`src/logic/edw_pkg.sv`:
```
/*
  Shared constants and types of the extended data page window.
  Assumes one 50 MHz core clock and a synchronous active-high reset.
*/
package edw_pkg;

  // Address widths
  localparam int EA_W      = 16;
  localparam int OFS_W     = 15;
  localparam int PAGE_W    = 9;
  localparam int RPAGE_W   = 10;
  localparam int XA_W      = 24;
  localparam int WORD_W    = 16;

  // Window geometry: one page is the 32 Kbyte window
  localparam int          WINDOW_BIT   = 15;
  localparam int          PROG_VIS_BIT = 9;
  localparam int          PAGE_BYTES   = 32768;
  localparam logic [14:0] LAST_WORD    = 15'h7ffe;
  localparam logic [14:0] WORD_STEP    = 15'h0002;

  // Register port
  localparam int          REG_AW        = 4;
  localparam logic [3:0]  RPAGE_OFS     = 4'h0;
  localparam logic [3:0]  WPAGE_OFS     = 4'h1;
  localparam logic [3:0]  STATUS_OFS    = 4'h2;
  localparam logic [3:0]  MASK_OFS      = 4'h3;
  localparam logic [9:0]  RPAGE_RST     = 10'h001;
  localparam logic [8:0]  WPAGE_RST     = 9'h001;
  localparam logic [1:0]  STATUS_RST    = 2'h0;
  localparam logic [1:0]  MASK_RST      = 2'h0;
  localparam int          EV_PAGE_ZERO  = 0;
  localparam int          EV_WRAP       = 1;
  localparam int          EV_N          = 2;

  // Cycles a window read spends beyond a base read
  localparam int          READ_EXTRA    = 1;

  typedef enum logic [2:0] {
    SZ_BYTE  = 3'b001,
    SZ_WORD  = 3'b010,
    SZ_DWORD = 3'b100
  } edw_size_e;

  typedef enum logic [3:0] {
    ST_IDLE   = 4'b0001,
    ST_EXTRA  = 4'b0010,
    ST_DATA   = 4'b0100,
    ST_SECOND = 4'b1000
  } edw_state_e;

  // Result of mapping one core address
  typedef struct packed {
    logic [23:0] addr;
    logic        window;
    logic        prog_vis;
    logic        page_zero;
  } edw_map_s;

  // Request presented to the memory side
  typedef struct packed {
    logic [23:0] addr;
    logic        rd;
    logic        wr;
    logic        window;
    logic        prog_vis;
    edw_size_e   size;
  } edw_mem_s;

endpackage

```
`src/logic/edw_window.sv`:
```
/*
  Extended data page window: page registers, address extension, read
  overhead timing, double-word splitting, page-zero trap and interrupt.
  Assumes the core waits for done before its next request and that the
  memory side answers a read strobe within its own cycle and holds the
  data until the next strobe.
*/
`timescale 1ns/1ps
// How it works
// Extended space split into 32 Kbyte pages; read or write page chosen.
// Program visibility reads use only the read page register.
// Page value joined to the core address gives a 24-bit address.
// Window access with page zero selected raises an address error trap.
// Window read: read page low 9 bits above address low 15 bits.
// Address bit 15 set means an access through the window.
// Every window read costs one extra cycle; here primed repeat reads and the second word of a double word skip it.
// In a repeat run the first two reads share one extra cycle.
// Reach of internal and external memory depends on the device variant.
// Window reaches internal memory above 32 Kbytes and external memory.
// Window also gives read-only access into program memory.
// Window write: write page low 9 bits above address low 15 bits.
// Page registers never step when a pointer wraps within the page.
// Window writes complete in a single cycle; here a double-word write takes two cycles.
// Addresses below 8000h ignore both page registers.
// All sizes use the same address; double word is two word transfers.
module edw_window (
  // Clock and reset
  input  wire logic                clock,
  input  wire logic                rst,
  // Core request
  input  wire logic                core_rd,
  input  wire logic                core_wr,
  input  wire logic [15:0]         core_ea,
  input  wire edw_pkg::edw_size_e  core_size,
  input  wire logic                core_repeat,
  input  wire logic [31:0]         core_wdata,
  // Core answer
  output logic                     core_busy_ff,
  output logic                     core_done_ff,
  output logic                     core_trap_ff,
  output logic [31:0]              core_rdata_ff,
  // Memory side
  output edw_pkg::edw_mem_s        mem_req_ff,
  output logic [15:0]              mem_wdata_ff,
  input  wire logic [15:0]         mem_rdata,
  // Register port
  input  wire logic [3:0]          reg_addr,
  input  wire logic [15:0]         reg_wdata,
  input  wire logic                reg_wr,
  input  wire logic                reg_rd,
  output logic [15:0]              reg_rdata_ff,
  // Interrupt
  output logic                     irq_ff
);

  logic [9:0]           read_page_select_ff;
  logic [8:0]           write_page_select_ff;
  logic [1:0]           status_ff;
  logic [1:0]           mask_ff;
  logic [1:0]           nxt_status;
  edw_pkg::edw_state_e  state_ff;
  edw_pkg::edw_map_s    map;
  logic                 take;
  logic                 primed_ff;
  logic                 second_ff;
  logic                 is_rd_ff;
  logic                 dword_ff;
  logic [15:0]          high_word_ff;
  logic [1:0]           event_set;

  assign take = (state_ff == edw_pkg::ST_IDLE) & (core_rd | core_wr);

  edw_addr_map u_map (
    .effective_address (core_ea),
    .is_read           (core_rd),
    .read_page_select  (read_page_select_ff),
    .write_page_select (write_page_select_ff),
    .map               (map)
  );

  // Page registers change only on a software write
  always_ff @(posedge clock) begin
    if (rst) begin
      read_page_select_ff  <= edw_pkg::RPAGE_RST;
      write_page_select_ff <= edw_pkg::WPAGE_RST;
    end else if (reg_wr && reg_addr == edw_pkg::RPAGE_OFS) begin
      read_page_select_ff  <= reg_wdata[9:0];
    end else if (reg_wr && reg_addr == edw_pkg::WPAGE_OFS) begin
      write_page_select_ff <= reg_wdata[8:0];
    end
  end

  // Events: page-zero trap and a double word running off the page end
  always_comb begin
    event_set = 2'h0;
    event_set[edw_pkg::EV_PAGE_ZERO] = take & map.page_zero;
    event_set[edw_pkg::EV_WRAP] = take & ~map.page_zero & map.window
      & (core_size == edw_pkg::SZ_DWORD)
      & (core_ea[14:0] == edw_pkg::LAST_WORD);
  end

  // Set wins over a write-one clear in the same cycle
  always_comb begin
    nxt_status = status_ff;
    if (reg_wr && reg_addr == edw_pkg::STATUS_OFS) begin
      nxt_status = status_ff & ~reg_wdata[1:0];
    end
    nxt_status = nxt_status | event_set;
  end

  always_ff @(posedge clock) begin
    if (rst) begin
      status_ff <= edw_pkg::STATUS_RST;
      mask_ff   <= edw_pkg::MASK_RST;
      irq_ff    <= 1'b0;
    end else begin
      status_ff <= nxt_status;
      if (reg_wr && reg_addr == edw_pkg::MASK_OFS) begin
        mask_ff <= reg_wdata[1:0];
      end
      irq_ff <= |(nxt_status & mask_ff);
    end
  end

  // Register read, data one cycle after the strobe
  always_ff @(posedge clock) begin
    if (rst) begin
      reg_rdata_ff <= 16'h0000;
    end else if (reg_rd) begin
      if (reg_addr == edw_pkg::RPAGE_OFS) begin
        reg_rdata_ff <= {6'h00, read_page_select_ff};
      end else if (reg_addr == edw_pkg::WPAGE_OFS) begin
        reg_rdata_ff <= {7'h00, write_page_select_ff};
      end else if (reg_addr == edw_pkg::STATUS_OFS) begin
        reg_rdata_ff <= {14'h0000, status_ff};
      end else if (reg_addr == edw_pkg::MASK_OFS) begin
        reg_rdata_ff <= {14'h0000, mask_ff};
      end else begin
        reg_rdata_ff <= 16'h0000;
      end
    end else begin
      reg_rdata_ff <= 16'h0000;
    end
  end

  // Repeat runs: after the first window read the next ones skip overhead
  always_ff @(posedge clock) begin
    if (rst) begin
      primed_ff <= 1'b0;
    end else if (take && !core_repeat) begin
      primed_ff <= 1'b0;
    end else if (take && core_rd && map.window && !map.page_zero) begin
      primed_ff <= 1'b1;
    end
  end

  // Access sequencer
  always_ff @(posedge clock) begin
    if (rst) begin
      state_ff       <= edw_pkg::ST_IDLE;
      mem_req_ff     <= '0;
      mem_wdata_ff   <= 16'h0000;
      core_busy_ff   <= 1'b0;
      core_done_ff   <= 1'b0;
      core_trap_ff   <= 1'b0;
      core_rdata_ff  <= 32'h0000_0000;
      second_ff      <= 1'b0;
      is_rd_ff       <= 1'b0;
      dword_ff       <= 1'b0;
      high_word_ff   <= 16'h0000;
    end else begin
      mem_req_ff.rd <= 1'b0;
      mem_req_ff.wr <= 1'b0;
      core_done_ff  <= 1'b0;
      core_trap_ff  <= 1'b0;
      case (state_ff)
        edw_pkg::ST_IDLE: begin
          if (take && map.page_zero) begin
            core_trap_ff <= 1'b1;
            core_done_ff <= 1'b1;
          end else if (take) begin
            mem_req_ff.addr     <= map.addr;
            mem_req_ff.window   <= map.window;
            mem_req_ff.prog_vis <= map.prog_vis;
            mem_req_ff.size     <= (core_size == edw_pkg::SZ_BYTE) ?
                                   edw_pkg::SZ_BYTE : edw_pkg::SZ_WORD;
            mem_req_ff.rd       <= core_rd;
            // Program memory is never written through the window
            mem_req_ff.wr       <= core_wr;
            mem_wdata_ff        <= core_wdata[15:0];
            high_word_ff        <= core_wdata[31:16];
            is_rd_ff            <= core_rd;
            dword_ff            <= (core_size == edw_pkg::SZ_DWORD);
            second_ff           <= 1'b0;
            core_busy_ff        <= 1'b1;
            if (core_wr && core_size == edw_pkg::SZ_DWORD) begin
              state_ff <= edw_pkg::ST_SECOND;
            end else if (core_wr) begin
              core_busy_ff <= 1'b0;
              core_done_ff <= 1'b1;
            end else if (map.window && !(core_repeat && primed_ff)) begin
              state_ff <= edw_pkg::ST_EXTRA;
            end else begin
              state_ff <= edw_pkg::ST_DATA;
            end
          end
        end
        edw_pkg::ST_EXTRA: begin
          state_ff <= edw_pkg::ST_DATA;
        end
        edw_pkg::ST_DATA: begin
          if (second_ff) begin
            core_rdata_ff[31:16] <= mem_rdata;
          end else begin
            core_rdata_ff <= {16'h0000, mem_rdata};
          end
          if (dword_ff && !second_ff) begin
            // Offset wraps inside the page, page stays put
            mem_req_ff.addr[14:0] <= mem_req_ff.addr[14:0]
                                     + edw_pkg::WORD_STEP;
            mem_req_ff.rd <= 1'b1;
            second_ff     <= 1'b1;
          end else begin
            core_busy_ff <= 1'b0;
            core_done_ff <= 1'b1;
            state_ff     <= edw_pkg::ST_IDLE;
          end
        end
        edw_pkg::ST_SECOND: begin
          mem_req_ff.addr[14:0] <= mem_req_ff.addr[14:0]
                                   + edw_pkg::WORD_STEP;
          mem_req_ff.wr <= 1'b1;
          mem_wdata_ff  <= high_word_ff;
          core_busy_ff  <= 1'b0;
          core_done_ff  <= 1'b1;
          state_ff      <= edw_pkg::ST_IDLE;
        end
        default: begin
          state_ff     <= edw_pkg::ST_IDLE;
          core_busy_ff <= 1'b0;
        end
      endcase
    end
  end

  chk_trap_on_zero: assert property (
    @(posedge clock) disable iff (rst)
    take && map.page_zero |=> core_trap_ff && core_done_ff && !mem_req_ff.rd
      && !mem_req_ff.wr)
    else $error("page zero window access did not trap");

  chk_read_addr: assert property (
    @(posedge clock) disable iff (rst)
    take && core_rd && core_ea[15] && !map.page_zero |=>
      mem_req_ff.rd && mem_req_ff.addr
        == {$past(read_page_select_ff[8:0]), $past(core_ea[14:0])})
    else $error("window read address not formed from read page");

  chk_write_addr: assert property (
    @(posedge clock) disable iff (rst)
    take && core_wr && core_ea[15] && !map.page_zero |=>
      mem_req_ff.wr && mem_req_ff.addr
        == {$past(write_page_select_ff), $past(core_ea[14:0])})
    else $error("window write address not formed from write page");

  chk_base_direct: assert property (
    @(posedge clock) disable iff (rst)
    take && !core_ea[15] |=>
      mem_req_ff.addr == {8'h00, $past(core_ea)} && !mem_req_ff.window)
    else $error("base access used a page register");

  chk_read_extra: assert property (
    @(posedge clock) disable iff (rst)
    take && core_rd && core_ea[15] && !map.page_zero && !primed_ff
      && core_size != edw_pkg::SZ_DWORD |=> !core_done_ff ##1 !core_done_ff
      ##1 core_done_ff)
    else $error("window read did not take one extra cycle");

  chk_repeat_fast: assert property (
    @(posedge clock) disable iff (rst)
    take && core_rd && core_ea[15] && core_repeat && primed_ff
      && !map.page_zero && core_size != edw_pkg::SZ_DWORD
      |=> !core_done_ff ##1 core_done_ff)
    else $error("primed repeat read took overhead");

  chk_write_single: assert property (
    @(posedge clock) disable iff (rst)
    take && core_wr && core_size != edw_pkg::SZ_DWORD && !map.page_zero |=>
      core_done_ff && mem_req_ff.wr && !core_busy_ff)
    else $error("write did not complete in one cycle");

  chk_page_stable: assert property (
    @(posedge clock) disable iff (rst)
    !(reg_wr && (reg_addr == edw_pkg::RPAGE_OFS
      || reg_addr == edw_pkg::WPAGE_OFS)) |=>
      $stable(read_page_select_ff) && $stable(write_page_select_ff))
    else $error("page register changed without a software write");

  chk_prog_read_only: assert property (
    @(posedge clock) disable iff (rst)
    mem_req_ff.prog_vis && state_ff != edw_pkg::ST_SECOND |-> !mem_req_ff.wr)
    else $error("program visibility access wrote memory");

  chk_dword_second: assert property (
    @(posedge clock) disable iff (rst)
    take && core_wr && core_size == edw_pkg::SZ_DWORD && !map.page_zero
      |=> mem_req_ff.wr ##1 mem_req_ff.wr && core_done_ff
      && mem_req_ff.addr[23:15] == $past(mem_req_ff.addr[23:15]))
    else $error("double word write not two word transfers in one page");

endmodule // edw_window

```
`src/logic/edw_addr_map.sv`:
```
/*
  Combinational mapping of a 16-bit effective address onto the 24-bit
  extended space. Assumes the caller registers the result.
*/
`timescale 1ns/1ps
module edw_addr_map (
  // Core address and direction
  input  wire logic [15:0]       effective_address,
  input  wire logic              is_read,
  // Page selects
  input  wire logic [9:0]        read_page_select,
  input  wire logic [8:0]        write_page_select,
  // Mapped result
  output edw_pkg::edw_map_s      map
);

  logic [8:0] page;

  always_comb begin
    page = is_read ? read_page_select[8:0] : write_page_select;
    map.window    = effective_address[edw_pkg::WINDOW_BIT];
    // Program visibility only ever comes from the read page
    map.prog_vis  = is_read & map.window
                    & read_page_select[edw_pkg::PROG_VIS_BIT];
    map.page_zero = map.window & (page == 9'h000)
                    & ~map.prog_vis;
    if (map.window) begin
      map.addr = {page, effective_address[14:0]};
    end else begin
      map.addr = {8'h00, effective_address};
    end
  end

endmodule // edw_addr_map

```
`config.mk`:
```
export PLATFORM = sky130hd
export DESIGN_NAME = edw_window
export DESIGN_NICKNAME = d
export VERILOG_FILES = /design/src/logic/edw_pkg.sv /design/src/logic/edw_window.sv /design/src/logic/edw_addr_map.sv
export SDC_FILE = /design/constraint.sdc
export NUM_CORES = 1
export LEC_CHECK = 0
export ABC_CLOCK_PERIOD_IN_PS = 2600
export BUFFER_PORTS_ARGS = -buffer_cell sky130_fd_sc_hd__buf_2
export CAP_MARGIN = 20
export CORE_MARGIN = 2
export CORE_UTILIZATION = 40
export CTS_CLUSTER_SIZE = 8
export DETAILED_ROUTE_END_ITERATION = 16
export GPL_TIMING_DRIVEN = 0
export PLACE_DENSITY = 0.66
export SYNTH_ARGS = -nofsm -noshare
export SYNTH_HDL_FRONTEND = slang
export SYNTH_SLANG_ARGS = --single-unit
```
`constraint.sdc`:
```
create_clock -name clock -period 2.6 [get_ports clock]
set_input_delay 0 -clock clock [delete_from_list [all_inputs] [get_ports clock]]
set_output_delay 0 -clock clock [all_outputs]
set_load 0.02 [all_outputs]
```
==> flow_metrics.py, run 1 <==
metrics = {
    "setup_path": {
        "crit_arrival_ps": 2700,
        "reg2reg_slack_ps": 250,
        "worstReg2RegEnd": "high_word_ff[14]$_SDFFE_PP0P_",
        "crit_fanout": 10,
        "worst_r2r_path_depth": 7,
        "r2r_start": "read_page_select_ff[4]$_SDFFE_PP0P_",
        "startpoint_type": "flop",
        "crit_type": "flop to flop",
        "required_ps": 2950,
        "crit_path_end_kind": "flop",
    },
    "floorplanning": {
        "start_util_pct": 41.2,
        "die_h_microns": 124,
        "fp.dieArea_sq_mm": 0.0153,
        "die_w_microns": 124,
        "placementRows": 43,
        "core-area_sq_mm": 0.0139,
        "ios": 193,
    },
    "synth": {
        "synth_warnings": 0,
        "yosysSeqAreaShare_pct": 48.1,
        "synth.distinct_cells": 50,
        "synth_cells": 695,
        "ys.flop_type": "dfxtp_1",
        "postSynthAreaPerCell_sq_um": 8.27,
        "syn_area_sq_mm": 0.00574,
        "synth-edff-count": 0,
        "synth-seq-cells": 138,
        "async_flop_share_pct": 0,
    },
    "route": {
        "drc_errors": 0,
        "antenna_left": 0,
        "via_per_inst": 5.19,
        "wirelength_mm": 18.5,
        "drt_first_pass_iters": 5,
        "post_drt_wl_per_cell_microns": 15.8,
        "drt_iter0_drc": 372,
        "route.vias.total": 6087,
    },
    "placed_design": {
        "routabilityCongestion": 0.875,
        "port_buffers": 178,
        "post-place-ws_ps": 97.8,
        "dpl.hpwl_mm": 13.1,
    },
    "cells_and_area": {
        "final_common_cell": "buf_2",
        "antennaDiodeCount": 0,
        "layout_common_cells": "buf_2 (184), nand2_1 (172), dfxtp_1 (138)",
        "register_area_sq_mm": 0.00276,
        "area_delta_synth_final_pct": 43.8,
        "nets": 1074,
        "multi_input_area_sq_mm": 0.00274,
        "fillers": 1260,
        "drive_gt1_share_pct": 24.9,
    },
    "outcome": {
        "outcome": "complete, no violations",
    },
    "sta": {
        "relSlewSlack_pct": 32.9,
        "rsz0062_at_grt": "false",
        "fin_crit_sh_pct": 90.4,
        "worst_pin_slew_ps": 1000,
        "finalSetupTns_ps": 0,
        "setup_viol": 0,
        "finalMaxSlewViolations": 0,
        "max_freq_ghz": 0.425,
        "clock_skew_ps": 8.14,
        "fin_crit_ps": 2350,
        "hold_viol": 0,
        "layout_setup_ws_ps": 248,
    },
    "power_and_ir_drop": {
        "power_density_mw_per_mm2": 709,
        "power.internal_mw": 4.10,
        "irDropWorstVdd_mv": 0.473,
        "switchingPower_mw": 1.75,
        "sequentialPowerShare_pct": 41.0,
        "clkPwrFrac_pct": 39.4,
        "swShare_pct": 29.9,
        "p_leak_nw": 3.47,
        "p_comb_share_pct": 19.7,
    },
    "clocking": {
        "cts_buffers": 17,
        "cts_tree": "yes",
        "clk-insertion-delay-late_ps": 420,
        "clk_pin_slew_ps": 60,
        "post-cts-setup-buffers": 0,
        "cts_buffer_depth": 2,
        "cts_sinks": 138,
        "htreeDepth": 4,
        "cts_root_buf": "clkbuf_16",
    },
    "min_path": {
        "min_from": "reg_addr[3]",
        "hold_class": "input port to flop",
        "whs_path_depth": 4,
        "holdPathEnd": "write_page_select_ff[6]$_SDFFE_PP0P_",
    },
    "global_route": {
        "grt_pass1_vias": 5901,
        "grt-ovfl-total": 0,
        "antenna_found_initial": 0,
        "grt_pass1_wl_mm": 29.1,
        "grt_start_max_net_pins": 17,
        "track_usage_pct": 24.6,
    },
    "job": {
        "maxCapViolCount": 0,
    },
}
-- how the worst max path moves through the flow --
stage                                         from                            end  slack (ps)  depth (start not counted)
3_3_place_gp   read_page_select_ff[4]$_SDFFE_PP0P_  high_word_ff[11]$_SDFFE_PP0P_         140                          7
5_1_grt                   state_ff[1]$_SDFFE_PP0P_       state_ff[3]$_SDFFE_PP0P_          70                          6
3_5_place_dp   read_page_select_ff[4]$_SDFFE_PP0P_  high_word_ff[14]$_SDFFE_PP0P_         100                          7
2_1_floorplan             state_ff[3]$_SDFFE_PP0P_    mem_req_ff[20]$_SDFFE_PP0P_         630                          6
4_1_cts        read_page_select_ff[4]$_SDFFE_PP0P_  high_word_ff[14]$_SDFFE_PP0P_         100                          7
6_report       read_page_select_ff[4]$_SDFFE_PP0P_  high_word_ff[14]$_SDFFE_PP0P_         250                          7
-- kinds of logic after synthesis --
| group | count (synthesis) | synth area share, % |
|---|---|---|
| xor gates and xnor gates | 11 | 1.68 |
| other | 1 | 0.0653 |
| adders and majority gates | 1 | 0.218 |
| muxes | 16 | 3.25 |
| and+or+nand+nor | 306 | 25.2 |
| DFF | 138 | 48.1 |
| buffers and inverters | 57 | 4.57 |
| AOI/OAI and AO/OA | 165 | 16.9 |
-- through the flow --
step,instance area [sq um],instances,hold slack (ps),total power [mW],util [%]
global route,8260,1172,27.3,6.10,59.3
finish,8260,1172,11.1,5.86,59.3
detailed placement,6880,1059,248,3.50,49.4
CTS,8260,1172,4.27,5.87,59.3
global placement,6880,1059,246,3.48,49.4
floorplan,5770,701,124,3.10,-
-- Yosys cell counts (2+ instances only) --
| cell type | count | area [sq um] |
|---|---|---|
| a21oi_1 | 91 | 455 |
| a221o_1 | 5 | 50.1 |
| a22oi_1 | 15 | 113 |
| a31oi_1 | 17 | 106 |
| and2_1 | 4 | 25.0 |
| and3_1 | 6 | 37.5 |
| and4_1 | 3 | 26.3 |
| buf_1 | 2 | 7.51 |
| buf_2 | 6 | 30.0 |
| buf_4 | 9 | 67.6 |
| clkbuf_1 | 35 | 131 |
| dfxtp_1 | 138 | 2760 |
| inv_1 | 4 | 15.0 |
| mux2_2 | 11 | 124 |
| mux2i_1 | 4 | 40.0 |
| nand2_1 | 172 | 646 |
| nand2b_1 | 2 | 12.5 |
| nand3_1 | 50 | 250 |
| nand4_1 | 7 | 43.8 |
| nand4b_1 | 3 | 26.3 |
| nor2_1 | 23 | 86.3 |
| nor2b_1 | 4 | 25.0 |
| nor3_1 | 11 | 55.1 |
| nor3_4 | 2 | 32.5 |
| nor3b_1 | 3 | 22.5 |
| nor4_1 | 7 | 43.8 |
| nor4b_4 | 2 | 47.6 |
| o21ai_0 | 20 | 100 |
| o2bb2ai_1 | 8 | 70.1 |
| or4b_1 | 2 | 20.0 |
| xnor2_1 | 8 | 70.1 |
| xor2_1 | 3 | 26.3 |
-- layer usage --
| metal | up-vias | share of wire [%] | GRT usage [%] |
|---|---|---|---|
| li1 | 2996 | - | - |
| met4 | 0 | 2.0 | 8.95 |
| met5 | - | 0 | 0 |
| met2 | 241 | 46 | 40.2 |
| met3 | 34 | 7.7 | 6.14 |
| met1 | 2816 | 44 | 31.3 |
-- worst max-delay path: stages, from the launching register on --
cell and delay (ps):
dfxtp_1 340, nor4_1 480, nand4_1 240, nand3_1 250, clkbuf_1 400, clkbuf_2 330
nand2_1 80, a21oi_1 150
-- area by class of cell --
class,count,share of cell area (%)
plain buffers,53,3.03
clock buffers,20,5.65
clock inverters,12,1.18
inverters,4,0.182
multi-input cells,506,33.2
flip-flops and latches,138,33.4
well taps,180,2.73
repair buffers,259,20.6
-- state kept, by name, indices dropped and copies added, names as in the netlist --
name and flops:
mem_wdata_ff 16, core_done_ff 1, high_word_ff 16, primed_ff 1, irq_ff 1, status_ff 2
state_ff 4, mask_ff 2, dword_ff 1, second_ff 1, core_busy_ff 1, core_rdata_ff 32
read_page_select_ff 10, reg_rdata_ff 10, write_page_select_ff 9, core_trap_ff 1, mem_req_ff 30
-- power by group through the flow --
stage / Sequential [mW] / Clock (mW) / Combinational, mW
4_1_cts: 2.40 / 2.33 / 1.15
6_report: 2.40 / 2.30 / 1.15
3_5_place_dp: 2.44 / 0 / 1.05
5_1_grt: 2.42 / 2.42 / 1.26
2_1_floorplan: 2.55 / 0 / 0.546
3_3_place_gp: 2.44 / 0 / 1.05
-- timing repair --
item	4_1_cts	5_1_grt
hold endpoints to repair	108	0
hold buffers	81	0
gates resized for setup	0	4
setup endpoints to repair	0	19
Note: power is estimated with default switching activity, not from simulation.
==> inputs of run 2 (changes only) <==
--- a/config.mk
+++ b/config.mk
@@ -9,11 +9,13 @@
 export BUFFER_PORTS_ARGS = -buffer_cell sky130_fd_sc_hd__buf_2
 export CAP_MARGIN = 20
 export CORE_MARGIN = 2
-export CORE_UTILIZATION = 40
+export CORE_UTILIZATION = 51
 export CTS_CLUSTER_SIZE = 8
 export DETAILED_ROUTE_END_ITERATION = 16
+export GPL_ROUTABILITY_DRIVEN = 0
 export GPL_TIMING_DRIVEN = 0
-export PLACE_DENSITY = 0.66
+export PLACE_DENSITY = 0.8
 export SYNTH_ARGS = -nofsm -noshare
 export SYNTH_HDL_FRONTEND = slang
+export SYNTH_HIERARCHICAL = 1
 export SYNTH_SLANG_ARGS = --single-unit
==> run 2 against run 1 <==
  * Largest power group unchanged
  * Area after synthesis is 8.0% higher
  * Critical path type unchanged
  * Largest cell class is now multi-input gates
  * Critical endpoint is now mem_wdata_ff[12]$_SDFFE_PP0P_
  * Final cell count is 2.3% higher
  * Highest routed layer unchanged
  * Fmax is 6.1% lower
==> flow_metrics.py, run 2 <==
metrics = {
    "outcome": {
        "outcome": "complete, no violations",
    },
    "route": {
        "drt_first_pass_iters": 5,
        "antenna_left": 0,
        "post_drt_wl_per_cell_microns": 16.8,
        "route.vias.total": 6721,
        "drt_iter0_drc": 528,
        "via_per_inst": 5.61,
        "wirelength_mm": 20.1,
        "drc_errors": 0,
    },
    "synth": {
        "synth_most_common_cell": "nand2_1",
        "ys.flop_type": "dfxtp_1",
        "synth-edff-count": 0,
        "synth_top_cell_by_area": "dfxtp_1",
        "yosysSeqAreaShare_pct": 44.6,
        "yosysTopAreaCellShare_pct": 44.6,
        "synth_cells": 757,
        "synth_area_leaders": "dfxtp_1 (45%), nand2_1 (11%), a21oi_1 (7.4%)",
        "yosys-top-cells-count": "nand2_1 (178), dfxtp_1 (138), a21oi_1 (92)",
        "syn_area_sq_mm": 0.00620,
        "synth.distinct_cells": 62,
        "synth-seq-cells": 138,
        "async_flop_share_pct": 0,
        "postSynthAreaPerCell_sq_um": 8.19,
        "synth_warnings": 6,
    },
    "clocking": {
        "cts_root_buf": "clkbuf_16",
        "clk-insertion-delay-late_ps": 430,
        "cts_tree": "yes",
        "cts_buffer_depth": 2,
        "htreeDepth": 4,
        "cts_sinks": 138,
        "cts_buffers": 17,
        "clk_pin_slew_ps": 60,
        "post-cts-setup-buffers": 0,
    },
    "global_route": {
        "antenna_found_initial": 1,
        "grt-ovfl-total": 0,
        "grt_pass1_vias": 6328,
        "grt_pass1_wl_mm": 31.1,
        "grt_start_max_net_pins": 17,
        "track_usage_pct": 30.5,
    },
    "power_and_ir_drop": {
        "power_density_mw_per_mm2": 653,
        "total_power_mw": 5.65,
        "p_leak_nw": 3.67,
        "irDropWorstVdd_mv": 0.430,
    },
    "placed_design": {
        "place_area_sq_mm": 0.00729,
        "post-place-ws_ps": -32.6,
        "dpl.hpwl_mm": 12.8,
        "port_buffers": 176,
    },
    "setup_path": {
        "crit_fanout": 10,
        "crit_arrival_ps": 2820,
        "worstReg2RegEnd": "mem_wdata_ff[12]$_SDFFE_PP0P_",
        "required_ps": 2920,
        "worst_r2r_path_depth": 8,
        "reg2reg_slack_ps": 100,
        "crit_path_end": "mem_wdata_ff[12]$_SDFFE_PP0P_",
        "r2r_start": "read_page_select_ff[5]$_SDFFE_PP0P_",
        "startpoint": "read_page_select_ff[5]$_SDFFE_PP0P_",
        "crit_path_end_kind": "flop",
        "startpoint_type": "flop",
        "crit_type": "flop to flop",
    },
    "cells_and_area": {
        "final_cell_area_sq_mm": 0.00865,
        "layout_common_cells": "buf_2 (188), nand2_1 (177), dfxtp_1 (138)",
        "area_delta_synth_final_pct": 39.6,
        "top_register": "core_rdata_ff",
        "drive_gt1_share_pct": 26.8,
        "final_common_cell": "buf_2",
        "top_regs": "core_rdata_ff (32), mem_req_ff (30)",
        "nets": 1133,
        "largest_register_ffs": 32,
    },
    "sta": {
        "layout_setup_ws_ps": 96.0,
        "holdWs_ps": 20.0,
        "clock_skew_ps": 12.0,
        "rsz0062_at_grt": "false",
        "setup_viol": 0,
        "finalMaxSlewViolations": 0,
        "relSlewSlack_pct": 36.7,
        "fin_crit_ps": 2500,
        "worst_pin_slew_ps": 946,
        "hold_viol": 0,
        "max_freq_ghz": 0.399,
        "fin_crit_sh_pct": 96.3,
    },
    "job": {
        "maxCapViolCount": 0,
    },
    "floorplanning": {
        "die_h_microns": 114,
        "fp.dieArea_sq_mm": 0.0131,
        "core-area_sq_mm": 0.0120,
        "placementRows": 40,
        "start_util_pct": 51.8,
        "ios": 193,
        "die_w_microns": 114,
    },
    "min_path": {
        "hold_class": "input port to flop",
    },
}
-- run 2: cell types whose count changed in the layout (fill, tap and decap cells not counted), sizes merged, moves of 10 or more --
cell,previous run,this run
mux2i,5,18
a31oi,17,5
a311oi,0,16
buf,196,221
nor2,23,42
mux2,11,1
-- run 2: where the power goes --
part           internal, mW  switching, mW  leakage (nW)
Sequential             2.23         0.0910          1.12
Clock                  1.31          0.964         0.259
Combinational         0.431          0.622          2.28
-- run 2: repair_timing --
| item | in CTS | in global routing |
|---|---|---|
| hold buffers | 80 | 0 |
| cloned | 0 | 0 |
| hold endpoints to repair | 106 | 0 |
| pin swaps | 0 | 0 |
| gates resized for setup | 2 | 9 |
| setup endpoints to repair | 17 | 41 |
-- run 2: critical path, cell delays in order (launching register included) --
cell	delay, ps
dfxtp_1	350
or4b_1	520
o22a_1	230
a21oi_2	180
o21ba_2	230
nand2_2	160
clkbuf_4	250
nand2_1	110
a311oi_2	340
-- run 2: cells by family after synthesis --
| family | synth area share (%) |
|---|---|
| flops | 44.6 |
| mux | 3.09 |
| buf+inv | 7.45 |
| compound gates | 20.1 |
| other cells | 0.0605 |
| fa+ha+maj | 0.202 |
| simple gates | 24.6 |
-- run 2: per-stage QoR --
stage          instances  TNS [ps]  utilization [%]
2_1_floorplan        763         0                -
3_3_place_gp        1086      -191             60.9
3_5_place_dp        1086      -144             60.9
4_1_cts             1198         0             72.3
5_1_grt             1199         0             72.4
6_report            1199         0             72.4
-- run 2: layout make-up --
| class | instances | area, sq um |
|---|---|---|
| clock inverter | 14 | 123 |
| antenna | 1 | 2.50 |
| fill | 882 | 3310 |
| clock buffer | 18 | 429 |
| buffer | 78 | 440 |
| multi-input combinational | 539 | 3000 |
| inverter | 8 | 30.0 |
| tap | 147 | 184 |
| timing repair buffer | 256 | 1680 |
| sequential | 138 | 2760 |
-- run 2: worst min-delay path by stage --
stage                              start                             endpoint  slack, ps  depth (start not counted)
after floorplan             reg_wdata[0]  read_page_select_ff[0]$_SDFFE_PP1P_        120                          2
after global placement    core_wdata[21]         high_word_ff[5]$_SDFFE_PP0P_        240                          3
after detailed placement  core_wdata[17]         high_word_ff[1]$_SDFFE_PP0P_        250                          3
after CTS                     core_ea[5]          mem_req_ff[12]$_SDFFE_PP0P_          8                          4
after global routing          core_ea[5]          mem_req_ff[12]$_SDFFE_PP0P_         40                          4
final                         core_ea[5]          mem_req_ff[12]$_SDFFE_PP0P_         20                          4
-- run 2: routing by layer --
metal | GRT usage [%] | vias to the layer above | share of wire, %
met3 | 7.62 | 88 | 7.1
li1 | - | 3195 | -
met5 | 0 | - | 0
met4 | 18.6 | 0 | 4.9
met2 | 49.1 | 341 | 47
met1 | 36.7 | 3097 | 41
